### src/hdl/ucd_pkg.sv
// Constants shared by the two-channel codec port DMA configuration block
// Contract
// - Two independent channels, each with its own register set at distinct addresses.
// - Each channel holds a 14-bit slot mask, 8 low bits and 6 high bits.
// - High mask bits 7:6 give bytes per slot, 00b one byte up to 11b four.
// - Control bit 7 enables the channel; while zero the channel moves nothing.
// - Control bit 6 selects handshake mode, which applies to bulk OUT only.
// - In handshake mode one packet is moved, then enable clears and an interrupt rises.
// - Without handshake mode bulk OUT packets flow on with no software action.
// - Control bit 3 gives direction: one for IN endpoint, zero for OUT.
// - Control bits 2:0 select endpoint 1 to 7; code 000b is illegal.
// - Control bits 5 and 4 are read-only and read as zero.
// - Buffered byte count is captured at each start-of-frame and held all frame.
// - The count is 16 bits; its high byte has its own read-only register.
`default_nettype none

package ucd_pkg;

    // ****************************************
    // Register map
    // ****************************************
    localparam int NUM_CHAN = 2;
    localparam logic [15:0] ADDR_CTL [NUM_CHAN] = '{16'hffe8, 16'hffee};
    localparam logic [15:0] ADDR_MASK_HI [NUM_CHAN] = '{16'hffe9, 16'hffef};
    localparam logic [15:0] ADDR_MASK_LO [NUM_CHAN] = '{16'hffea, 16'hfff0};
    localparam logic [15:0] ADDR_FILL_LO [NUM_CHAN] = '{16'hffeb, 16'hfff3};
    localparam logic [15:0] ADDR_FILL_HI [NUM_CHAN] = '{16'hffec, 16'hfff4};

    // ****************************************
    // Field layout and reset values
    // ****************************************
    localparam int CTL_ENABLE_BIT = 7;
    localparam int CTL_HSK_BIT = 6;
    localparam int CTL_DIR_BIT = 3;
    localparam int CTL_EP_LSB = 0;
    localparam int CTL_EP_W = 3;
    localparam logic [7:0] CTL_WRITE_MASK = 8'hcf;
    localparam int BPS_LSB = 6;
    localparam int MASK_HI_W = 6;
    localparam int NUM_SLOTS = 14;
    localparam int SLOT_IDX_W = 4;
    localparam int FILL_W = 16;
    localparam logic [7:0] REG_RESET = 8'h00;
    localparam logic [7:0] UNMAPPED_READ = 8'h00;

    // Slot hit test, shared by every channel
    function automatic logic slot_hit(input logic [NUM_SLOTS-1:0] mask,
                                      input logic [SLOT_IDX_W-1:0] idx);
        slot_hit = (32'(idx) < NUM_SLOTS) && mask[idx];
    endfunction : slot_hit

endpackage : ucd_pkg

`default_nettype wire

### src/hdl/ucd_chan_if.sv
// Carrier between the register file and one channel's transfer logic
`default_nettype none

interface ucd_chan_if;
    logic [7:0] ctl;
    logic [ucd_pkg::NUM_SLOTS-1:0] mask;
    logic [ucd_pkg::FILL_W-1:0] fill_snap;
    logic hsk_done;
    logic slot_take;
    logic irq;

    modport regs (output ctl, output mask, input fill_snap, input hsk_done,
                  input slot_take, input irq);
    modport chan (input ctl, input mask, output fill_snap, output hsk_done,
                  output slot_take, output irq);
endinterface : ucd_chan_if

`default_nettype wire

### src/hdl/ucd_chan.sv
// One channel: slot gating, handshake completion and frame count capture
`default_nettype none

module ucd_chan (
    input wire logic clk_sys_i,
    input wire logic rst_n_i,
    ucd_chan_if.chan cfg,
    input wire logic sof_i,
    input wire logic [ucd_pkg::FILL_W-1:0] fill_bytes_i,
    input wire logic pkt_done_i,
    input wire logic slot_stb_i,
    input wire logic [ucd_pkg::SLOT_IDX_W-1:0] slot_idx_i
);

    logic enabled;
    logic xfer_ok;
    logic bulk_out_hsk;

    // ****************************************
    // Qualifiers
    // ****************************************
    assign enabled = cfg.ctl[ucd_pkg::CTL_ENABLE_BIT];
    // An illegal endpoint code keeps the channel idle rather than hitting the control pipe
    assign xfer_ok = enabled && (cfg.ctl[ucd_pkg::CTL_EP_LSB +: ucd_pkg::CTL_EP_W] != 3'h0);
    assign bulk_out_hsk = cfg.ctl[ucd_pkg::CTL_HSK_BIT] && !cfg.ctl[ucd_pkg::CTL_DIR_BIT];
    assign cfg.hsk_done = xfer_ok && bulk_out_hsk && pkt_done_i;

    // ****************************************
    // Slot gating
    // ****************************************
    always_ff @(posedge clk_sys_i or negedge rst_n_i) begin
        if (!rst_n_i) begin
            cfg.slot_take <= 1'b0;
        end else begin
            cfg.slot_take <= slot_stb_i && xfer_ok && ucd_pkg::slot_hit(cfg.mask, slot_idx_i);
        end
    end

    // ****************************************
    // Completion interrupt
    // ****************************************
    always_ff @(posedge clk_sys_i or negedge rst_n_i) begin
        if (!rst_n_i) begin
            cfg.irq <= 1'b0;
        end else begin
            cfg.irq <= cfg.hsk_done;
        end
    end

    // ****************************************
    // Frame count capture
    // ****************************************
    always_ff @(posedge clk_sys_i or negedge rst_n_i) begin
        if (!rst_n_i) begin
            cfg.fill_snap <= '0;
        end else if (sof_i) begin
            cfg.fill_snap <= fill_bytes_i;
        end
    end
endmodule : ucd_chan

`default_nettype wire

### src/hdl/ucd_dma_cfg.sv
// Top of the two-channel DMA configuration block with its register file
`default_nettype none

module ucd_dma_cfg (
    input wire logic clk_sys_i,
    input wire logic rst_n_i,
    input wire logic [15:0] addr_i,
    input wire logic wr_i,
    input wire logic rd_i,
    input wire logic [7:0] wdata_i,
    output logic [7:0] rdata_o,
    input wire logic sof_i,
    input wire logic [ucd_pkg::NUM_CHAN-1:0][ucd_pkg::FILL_W-1:0] fill_bytes_i,
    input wire logic [ucd_pkg::NUM_CHAN-1:0] pkt_done_i,
    input wire logic slot_stb_i,
    input wire logic [ucd_pkg::SLOT_IDX_W-1:0] slot_idx_i,
    output logic [ucd_pkg::NUM_CHAN-1:0] slot_take_o,
    output logic [ucd_pkg::NUM_CHAN-1:0][1:0] bytes_per_slot_o,
    output logic [ucd_pkg::NUM_CHAN-1:0] channel_enable_o,
    output logic [ucd_pkg::NUM_CHAN-1:0] per_packet_handshake_o,
    output logic [ucd_pkg::NUM_CHAN-1:0] endpoint_direction_o,
    output logic [ucd_pkg::NUM_CHAN-1:0][2:0] endpoint_select_o,
    output logic [ucd_pkg::NUM_CHAN-1:0] handshake_irq_o
);

    logic [7:0] ctl [ucd_pkg::NUM_CHAN];
    logic [7:0] mask_hi [ucd_pkg::NUM_CHAN];
    logic [7:0] mask_lo [ucd_pkg::NUM_CHAN];
    logic [7:0] next_rdata;
    logic hsk_done [ucd_pkg::NUM_CHAN];
    logic [ucd_pkg::FILL_W-1:0] fill_snap [ucd_pkg::NUM_CHAN];

    ucd_chan_if chan_bus [ucd_pkg::NUM_CHAN] ();

    // ****************************************
    // Channel instances
    // ****************************************
    for (genvar c = 0; c < ucd_pkg::NUM_CHAN; c++) begin : g_chan
        assign chan_bus[c].ctl = ctl[c];
        assign chan_bus[c].mask = {mask_hi[c][ucd_pkg::MASK_HI_W-1:0], mask_lo[c]};
        assign slot_take_o[c] = chan_bus[c].slot_take;
        assign handshake_irq_o[c] = chan_bus[c].irq;
        assign hsk_done[c] = chan_bus[c].hsk_done;
        assign fill_snap[c] = chan_bus[c].fill_snap;

        // Each channel owns separate transfer state and capture logic
        ucd_chan u_chan (
            .clk_sys_i(clk_sys_i),
            .rst_n_i(rst_n_i),
            .cfg(chan_bus[c]),
            .sof_i(sof_i),
            .fill_bytes_i(fill_bytes_i[c]),
            .pkt_done_i(pkt_done_i[c]),
            .slot_stb_i(slot_stb_i),
            .slot_idx_i(slot_idx_i)
        );
    end

    // ****************************************
    // Control registers
    // ****************************************
    // A software write in the same cycle as a handshake completion wins, so a
    // re-enable issued early is never lost.
    always_ff @(posedge clk_sys_i or negedge rst_n_i) begin
        if (!rst_n_i) begin
            for (int c = 0; c < ucd_pkg::NUM_CHAN; c++) begin
                ctl[c] <= ucd_pkg::REG_RESET;
            end
        end else begin
            for (int c = 0; c < ucd_pkg::NUM_CHAN; c++) begin
                if (wr_i && addr_i == ucd_pkg::ADDR_CTL[c]) begin
                    ctl[c] <= wdata_i & ucd_pkg::CTL_WRITE_MASK;
                end else if (hsk_done[c]) begin
                    ctl[c][ucd_pkg::CTL_ENABLE_BIT] <= 1'b0;
                end
            end
        end
    end

    // ****************************************
    // Slot mask registers
    // ****************************************
    always_ff @(posedge clk_sys_i or negedge rst_n_i) begin
        if (!rst_n_i) begin
            for (int c = 0; c < ucd_pkg::NUM_CHAN; c++) begin
                mask_hi[c] <= ucd_pkg::REG_RESET;
                mask_lo[c] <= ucd_pkg::REG_RESET;
            end
        end else begin
            for (int c = 0; c < ucd_pkg::NUM_CHAN; c++) begin
                if (wr_i && addr_i == ucd_pkg::ADDR_MASK_HI[c]) begin
                    mask_hi[c] <= wdata_i;
                end
                if (wr_i && addr_i == ucd_pkg::ADDR_MASK_LO[c]) begin
                    mask_lo[c] <= wdata_i;
                end
            end
        end
    end

    // ****************************************
    // Configuration outputs
    // ****************************************
    always_ff @(posedge clk_sys_i or negedge rst_n_i) begin
        if (!rst_n_i) begin
            bytes_per_slot_o <= '0;
            channel_enable_o <= '0;
            per_packet_handshake_o <= '0;
            endpoint_direction_o <= '0;
            endpoint_select_o <= '0;
        end else begin
            for (int c = 0; c < ucd_pkg::NUM_CHAN; c++) begin
                bytes_per_slot_o[c] <= mask_hi[c][ucd_pkg::BPS_LSB +: 2];
                channel_enable_o[c] <= ctl[c][ucd_pkg::CTL_ENABLE_BIT];
                per_packet_handshake_o[c] <= ctl[c][ucd_pkg::CTL_HSK_BIT];
                endpoint_direction_o[c] <= ctl[c][ucd_pkg::CTL_DIR_BIT];
                endpoint_select_o[c] <= ctl[c][ucd_pkg::CTL_EP_LSB +: ucd_pkg::CTL_EP_W];
            end
        end
    end

    // ****************************************
    // Read path
    // ****************************************
    always_comb begin
        next_rdata = ucd_pkg::UNMAPPED_READ;
        for (int c = 0; c < ucd_pkg::NUM_CHAN; c++) begin
            if (addr_i == ucd_pkg::ADDR_CTL[c]) begin
                next_rdata = ctl[c];
            end
            if (addr_i == ucd_pkg::ADDR_MASK_HI[c]) begin
                next_rdata = mask_hi[c];
            end
            if (addr_i == ucd_pkg::ADDR_MASK_LO[c]) begin
                next_rdata = mask_lo[c];
            end
            if (addr_i == ucd_pkg::ADDR_FILL_LO[c]) begin
                next_rdata = fill_snap[c][7:0];
            end
            if (addr_i == ucd_pkg::ADDR_FILL_HI[c]) begin
                next_rdata = fill_snap[c][15:8];
            end
        end
    end

    // Read data is held until the next read, so a slow core may sample late
    always_ff @(posedge clk_sys_i or negedge rst_n_i) begin
        if (!rst_n_i) begin
            rdata_o <= ucd_pkg::UNMAPPED_READ;
        end else if (rd_i) begin
            rdata_o <= next_rdata;
        end
    end
endmodule : ucd_dma_cfg

`default_nettype wire

### config.mk
export PLATFORM = sky130hd
export DESIGN_NAME = ucd_dma_cfg
export DESIGN_NICKNAME = d
export VERILOG_FILES = /design/src/hdl/ucd_pkg.sv /design/src/hdl/ucd_chan_if.sv /design/src/hdl/ucd_chan.sv /design/src/hdl/ucd_dma_cfg.sv
export SDC_FILE = /design/constraint.sdc
export NUM_CORES = 1
export LEC_CHECK = 0
export BUFFER_PORTS_ARGS = -buffer_cell sky130_fd_sc_hd__clkbuf_2
export CAP_MARGIN = 15
export CORE_MARGIN = 10
export CORE_UTILIZATION = 52
export CTS_BUF_LIST = sky130_fd_sc_hd__clkbuf_4
export DETAILED_ROUTE_END_ITERATION = 10
export HOLD_SLACK_MARGIN = 0.06
export PLACE_DENSITY = 0.79
export SETUP_SLACK_MARGIN = 0.3
export SKIP_CTS_REPAIR_TIMING = 1
export SLEW_MARGIN = 15
export SYNTH_ARGS = -nofsm -noshare
export SYNTH_HDL_FRONTEND = slang
export SYNTH_SLANG_ARGS = --single-unit
### constraint.sdc
create_clock -name clk_sys_i -period 1.5 [get_ports clk_sys_i]
set_clock_uncertainty 0.15 [all_clocks]
set_input_delay 0.075 -clock clk_sys_i [delete_from_list [all_inputs] [get_ports clk_sys_i]]
set_output_delay 0.075 -clock clk_sys_i [all_outputs]
set_load 0.05 [all_outputs]
==> results of run 1 <==
==> routing by layer <==
metal	routed length, um	global-route usage (%)	up-vias
met5	0	0	-
met4	843	7.433	0
met3	1456	4.508	94
met2	8355	32.10	336
met1	6288	25.48	2166
li1	-	-	1862
==> state kept, by name (all words and copies together), names as in the netlist <==
signal                       flops
g_chan.u_chan.cfg.fill_snap     32
chan_bus.mask                   28
chan_bus.ctl                    12
rdata_o                          8
endpoint_select_o                6
bytes_per_slot_o                 4
mask_hi                          4
channel_enable_o                 2
endpoint_direction_o             2
g_chan.u_chan.cfg.irq            2
g_chan.u_chan.cfg.slot_take      2
per_packet_handshake_o           2
==> cell type report <==
type / instances / area share [%]
Inverter: 8 / 0.4113
Antenna cell: 2 / 0.06855
Timing Repair Buffer: 226 / 25.91
Clock buffer: 9 / 0.9255
Clock inverter: 7 / 1.337
Tap cell: 129 / 2.211
Sequential cell: 104 / 35.68
Multi-Input combinational cell: 247 / 33.45
==> through the flow <==
step / worst slack [ns] / total power (W) / hold slack, ns
after floorplan: -0.2812 / 0.003254 / -0.3706
after global placement: -0.3715 / 0.003544 / -0.1398
after global routing: -0.2764 / 0.005505 / -0.1154
final: -0.2816 / 0.005344 / -0.1302
after CTS: -0.2211 / 0.005154 / -0.6782
after detailed placement: -0.4536 / 0.003572 / -0.1359
==> worst max-delay path, cell delays in order, from the launching register on <==
cell and delay, ns:
dfrtp_1 0.44, mux2_4 0.30, a221o_1 0.36, a21oi_2 0.15
o22a_1 0.17, o221ai_2 0.09
==> kinds of logic (layout without fill, tap and decap cells) <==
family                 after synthesis  in the layout  synth area share [%]
DFF                                104            104                 52.82
buffers and inverters               34            250                 3.225
muxes                               93             93                 23.08
and+or+nand+nor                     84             84                 11.20
other                                0              2                     0
AOI/OAI and AO/OA                   70             70                 9.675
==> cell usage in the layout (no fill, tap or decap), types with 7 or more instances in the layout <==
cell type        n
buf_6           44
nand2_1         10
mux2_4          44
nand3_1          8
buf_4           68
clkbuf_4         9
dfrtp_1        102
mux2_2          37
a21oi_1         11
inv_1            7
nand2b_1        10
o21ai_0          8
nor2_1          10
clkbuf_2        59
dlygate4sd3_1   51
a21oi_2          7
==> path summary, 6_finish.rpt <==
| kind | start | end |
|---|---|---|
| min | rst_n_i | bytes_per_slot_o[2] |
| max | chan_bus[1].ctl[6] | rdata_o[6] |
| max reg2reg | chan_bus[1].ctl[6] | rdata_o[6] |
| min reg2reg | mask_hi[14] | bytes_per_slot_o[0] |
| max in group asynchronous | rst_n_i | g_chan[1].u_chan.cfg.fill_snap[4] |
| min in group clk_sys_i | sof_i | g_chan[1].u_chan.cfg.fill_snap[0] |
==> report_power, final <==
group,total (W),switching [W],internal [W]
clock,0.00164,0.00108,0.000560
sequential,0.00297,0.0000716,0.00290
combinational,0.000740,0.000362,0.000378
==> results_dict.tcl, run 1 <==
set metrics [dict create \
    rows 35 \
    yosysTopAreaCell "dfrtp_1" \
    instances_no_fill 732 \
    post-route-cell-area_um2 7301 \
    grt_pass1_vias 4082 \
    yosysTopAreaCellShare_pct 52.82 \
    routedWlPerCell_um 23.15 \
    drc 0 \
    leakage_nw 3.491 \
    synth_fp_nets 453 \
    seq_area_frac_synth_pct 52.82 \
    slew-limit-headroom_pct 44.33 \
    netlist_area_um2 4927 \
    finalNetCount 664 \
    die_area_um2 13770 \
    synth_area_leaders "dfrtp_1 53%, mux2_2 17%, mux4_2 2.7%" \
    synth_seq_cells 104 \
    clk_root_buffer_cell "clkbuf_4" \
    violations "negative hold slack, negative setup slack" \
    finalCritPeriodShare_pct 118.8 \
    overflow 0 \
    placed_area_um2 6043 \
    whs_ns -0.1302 \
    cts_sinks 104 \
    portBuffers 95 \
    seq_area_um2 2605 \
    hpwlAfterDp_mm 10.76 \
    gp_congestion 0.9879 \
    tns_ns -1.490 \
    viasPerCell 6.090 \
    drv_cap 0 \
    drt_iter0_drc 530 \
    crit_type "reg2reg" \
    cts_buffers 9 \
    rsz0062_at_grt "yes" \
    syn_inst 385 \
    cts.path.max_buffers 2 \
    first_pass_iters 7 \
    fmax_mhz 561.3 \
    layout-drive-gt1-share_pct 51.91 \
    start_util_pct 53.32 \
    ir_drop_mv 0.5009 \
    hold_class "in2async" \
    final_antenna_net_count 0 \
    async_reset_ff_share_pct 100.0 \
    yosysWarnings 0 \
    die_w_um 117.3 \
    grt_pass1_wl_mm 22.31 \
    area_growth_pct 48.17 \
    synth.most_common_cell "dfrtp_1" \
    ff2ff_path_depth 5 \
    synth_ff_type "dfrtp_1" \
    syn_area_per_cell_um2 12.80 \
    grt_usage_pct 19.92 \
    critPathLaunchType "flop" \
    fin_util_pct 79.01 \
    clk_latency_ns 0.48 \
    top_level_ports 96 \
    synth_edf_count 0 \
    netlist-cell-type-count 51 \
    r2r_slack_ns -0.28 \
    die_h_um 117.3 \
    worst_slack_ns -0.2816 \
    cts_tree "built" \
    antenna_found_initial 2 \
    slew_viol_final 0 \
    end_kind "flop" \
    tightest_slew_ns 0.8333 \
    cp_max_fo 2 \
    place_inst 655 \
    core_um2 9240 \
    wirelength_mm 16.94 \
    arrival_ns 2.00 \
    required_ns 1.72 \
    cellPowerDensity_nw_per_um2 732.0 \
    hold_viol 65 \
    min_period_ns 1.782 \
    cts.clk_slew.worst_paths_ns 0.18 \
    synth_common_cells "104 x dfrtp_1, 73 x mux2_2, 18 x a21oi_1, 14 x clkbuf_1, 12 x o21ai_0" \
    vias 4458 \
    setup_violations 10 \
    status "finished with violations" \
    multi_input_area_um2 2442 \
    htreeDepth 3 \
    grt_max_degree 43 \
    nFillCells 486 \
]
Note: power is estimated with default switching activity, not from simulation.
==> run 2: changes to the inputs <==
Clock period 1.5 ns to 1.43 ns, I/O delays scaled along.
==> run 2 against run 1 <==
Net effect: worst setup slack got worse by 0.051 ns; first-iteration DRC count decreased by 1.5%; non-clock buffer count increased by 9; the flow still finishes with violations (negative hold slack, negative setup slack); critical endpoint unchanged; global-route usage decreased by 0.055 points; critical path type unchanged; clock power decreased by 5%.
==> results_dict.tcl, run 2 (same netlist as run 1, synthesis figures left out) <==
set metrics [dict create \
    largest-register "g_chan.u_chan.cfg.fill_snap" \
    finalNetCount 673 \
    grt_pass1_wl_mm 22.12 \
    grt_usage_pct 19.86 \
    power.total_w 0.005492 \
    final_common_cell "dfrtp_1" \
    cts.path.max_buffers 2 \
    clk_root_buffer_cell "clkbuf_4" \
    layout_common_cells "100 x dfrtp_1, 74 x buf_4, 59 x clkbuf_2, 50 x dlygate4sd3_1, 48 x buf_6" \
    ff2ff_path_depth 5 \
    htreeDepth 3 \
    wirelength_mm 18.08 \
    first_pass_iters 8 \
    whs_ns -0.1102 \
    timing.rr.start "mask_hi[6]" \
    r2r_slack_ns -0.33 \
    place_ws_ns -0.5657 \
    critPathMaxStageDelay_ns 0.43 \
    critPathSlowestCell "dfrtp_1" \
    vias 4563 \
    drc 0 \
    core_um2 9240 \
    intPower_w 0.003874 \
    largest_reg_flops 32 \
    cellPowerDensity_nw_per_um2 747.4 \
    path_buf_inv 0 \
    die_w_um 117.3 \
    cts_tree "built" \
    start_util_pct 53.32 \
    antenna_found_initial 1 \
    rsz0062_at_grt "yes" \
    hpwlAfterDp_mm 10.69 \
    finalCritPeriodShare_pct 123.3 \
    combPwrFrac_pct 14.8 \
    setup_violations 19 \
    drt_iter0_drc 522 \
    top_level_ports 96 \
    whs_path_depth 3 \
    hold_class "in2reg" \
    slew_viol_final 0 \
    switching_power_w 0.001618 \
    grt_pass1_vias 4131 \
    area_growth_pct 49.14 \
    slew-limit-headroom_pct 39.52 \
    critPathLaunchType "flop" \
    ir_drop_mv 0.7328 \
    hold_viol 63 \
    final_antenna_net_count 0 \
    tightest_slew_ns 0.9053 \
    hold_end "rdata_o[4]" \
    routedWlPerCell_um 24.43 \
    cp_max_fo 2 \
    cts.clk_slew.worst_paths_ns 0.19 \
    cp.depth 5 \
    reg2reg_to "rdata_o[6]" \
    crit_family "compound AO/OA/AOI/OAI gates" \
    layout-drive-gt1-share_pct 53.61 \
    drv_cap 0 \
    cts_buffers 9 \
    die_area_um2 13770 \
    clk_latency_ns 0.49 \
    overflow 0 \
    leakage_nw 3.525 \
    arrival_ns 1.99 \
    cts_sinks 104 \
    required_ns 1.66 \
    die_h_um 117.3 \
    pwr-share-clk_pct 28.5 \
    path_cells "mux2_4 -> a221o_1 -> a21oi_2 -> o22a_1 -> o221ai_2" \
    worstHoldStart "rd_i" \
    worst_slack_ns -0.3328 \
    violations "negative hold slack, negative setup slack" \
    power.share.switching_pct 29.46 \
    grt_max_degree 57 \
    seq_power_share_pct 56.7 \
    min_period_ns 1.763 \
    end_kind "flop" \
    viasPerCell 6.166 \
    portBuffers 95 \
    gp_congestion 0.9435 \
    crit_type "reg2reg" \
    rows 35 \
    fmax_mhz 567.3 \
    status "finished with violations" \
]
-- run 2: power by group through the flow --
stage               logic (W)  registers, W  clock network [W]
CTS                  0.000604       0.00310            0.00153
global placement     0.000576       0.00315                  0
floorplan            0.000276       0.00314                  0
detailed placement   0.000601       0.00316                  0
finish               0.000814       0.00311            0.00156
global route         0.000858       0.00312            0.00167
-- run 2: through the flow --
step                std cells  util [%]  cell area, um^2  TNS, ns
floorplan                 385         -             4970   -15.11
global placement          661     65.89             6088   -19.09
detailed placement        661     65.89             6088   -20.30
CTS                       677     67.33             6221   -2.361
global route              740     79.53             7348   -4.797
finish                    740     79.53             7348   -2.811
-- run 2: worst max path at each step --
stage               startpoint                  end  slack (ns)
floorplan            addr_i[0]  chan_bus[1].mask[0]       -0.35
global placement    addr_i[12]           rdata_o[4]       -0.46
detailed placement   addr_i[0]           rdata_o[3]       -0.57
CTS                 mask_hi[6]           rdata_o[6]       -0.31
global route         addr_i[8]           rdata_o[1]       -0.36
finish              mask_hi[6]           rdata_o[6]       -0.33
-- run 2: layout make-up --
class | count | area (um^2)
clock buffers | 10 | 75.07
well taps | 129 | 161.4
inverters | 8 | 30.03
flip-flops and latches | 104 | 2608
diodes | 1 | 2.502
fillers | 467 | 1892
multi-input cells | 247 | 2442
clock inverters | 6 | 57.56
repair buffers | 235 | 1972
-- run 2: worst register-to-register path: cells and delay by family (launching register included) --
family | cells | cell delay (ns)
DFF | 1 | 0.43
AOI/OAI and AO/OA | 4 | 0.81
muxes | 1 | 0.27
-- run 2: metal layers --
layer	GRT usage (%)	vias to the layer above	share of wire [%]
li1	-	1880	-
met1	24.90	2211	37
met2	32.80	367	48
met3	4.700	105	9.8
met4	6.651	0	5.0
met5	0	-	0
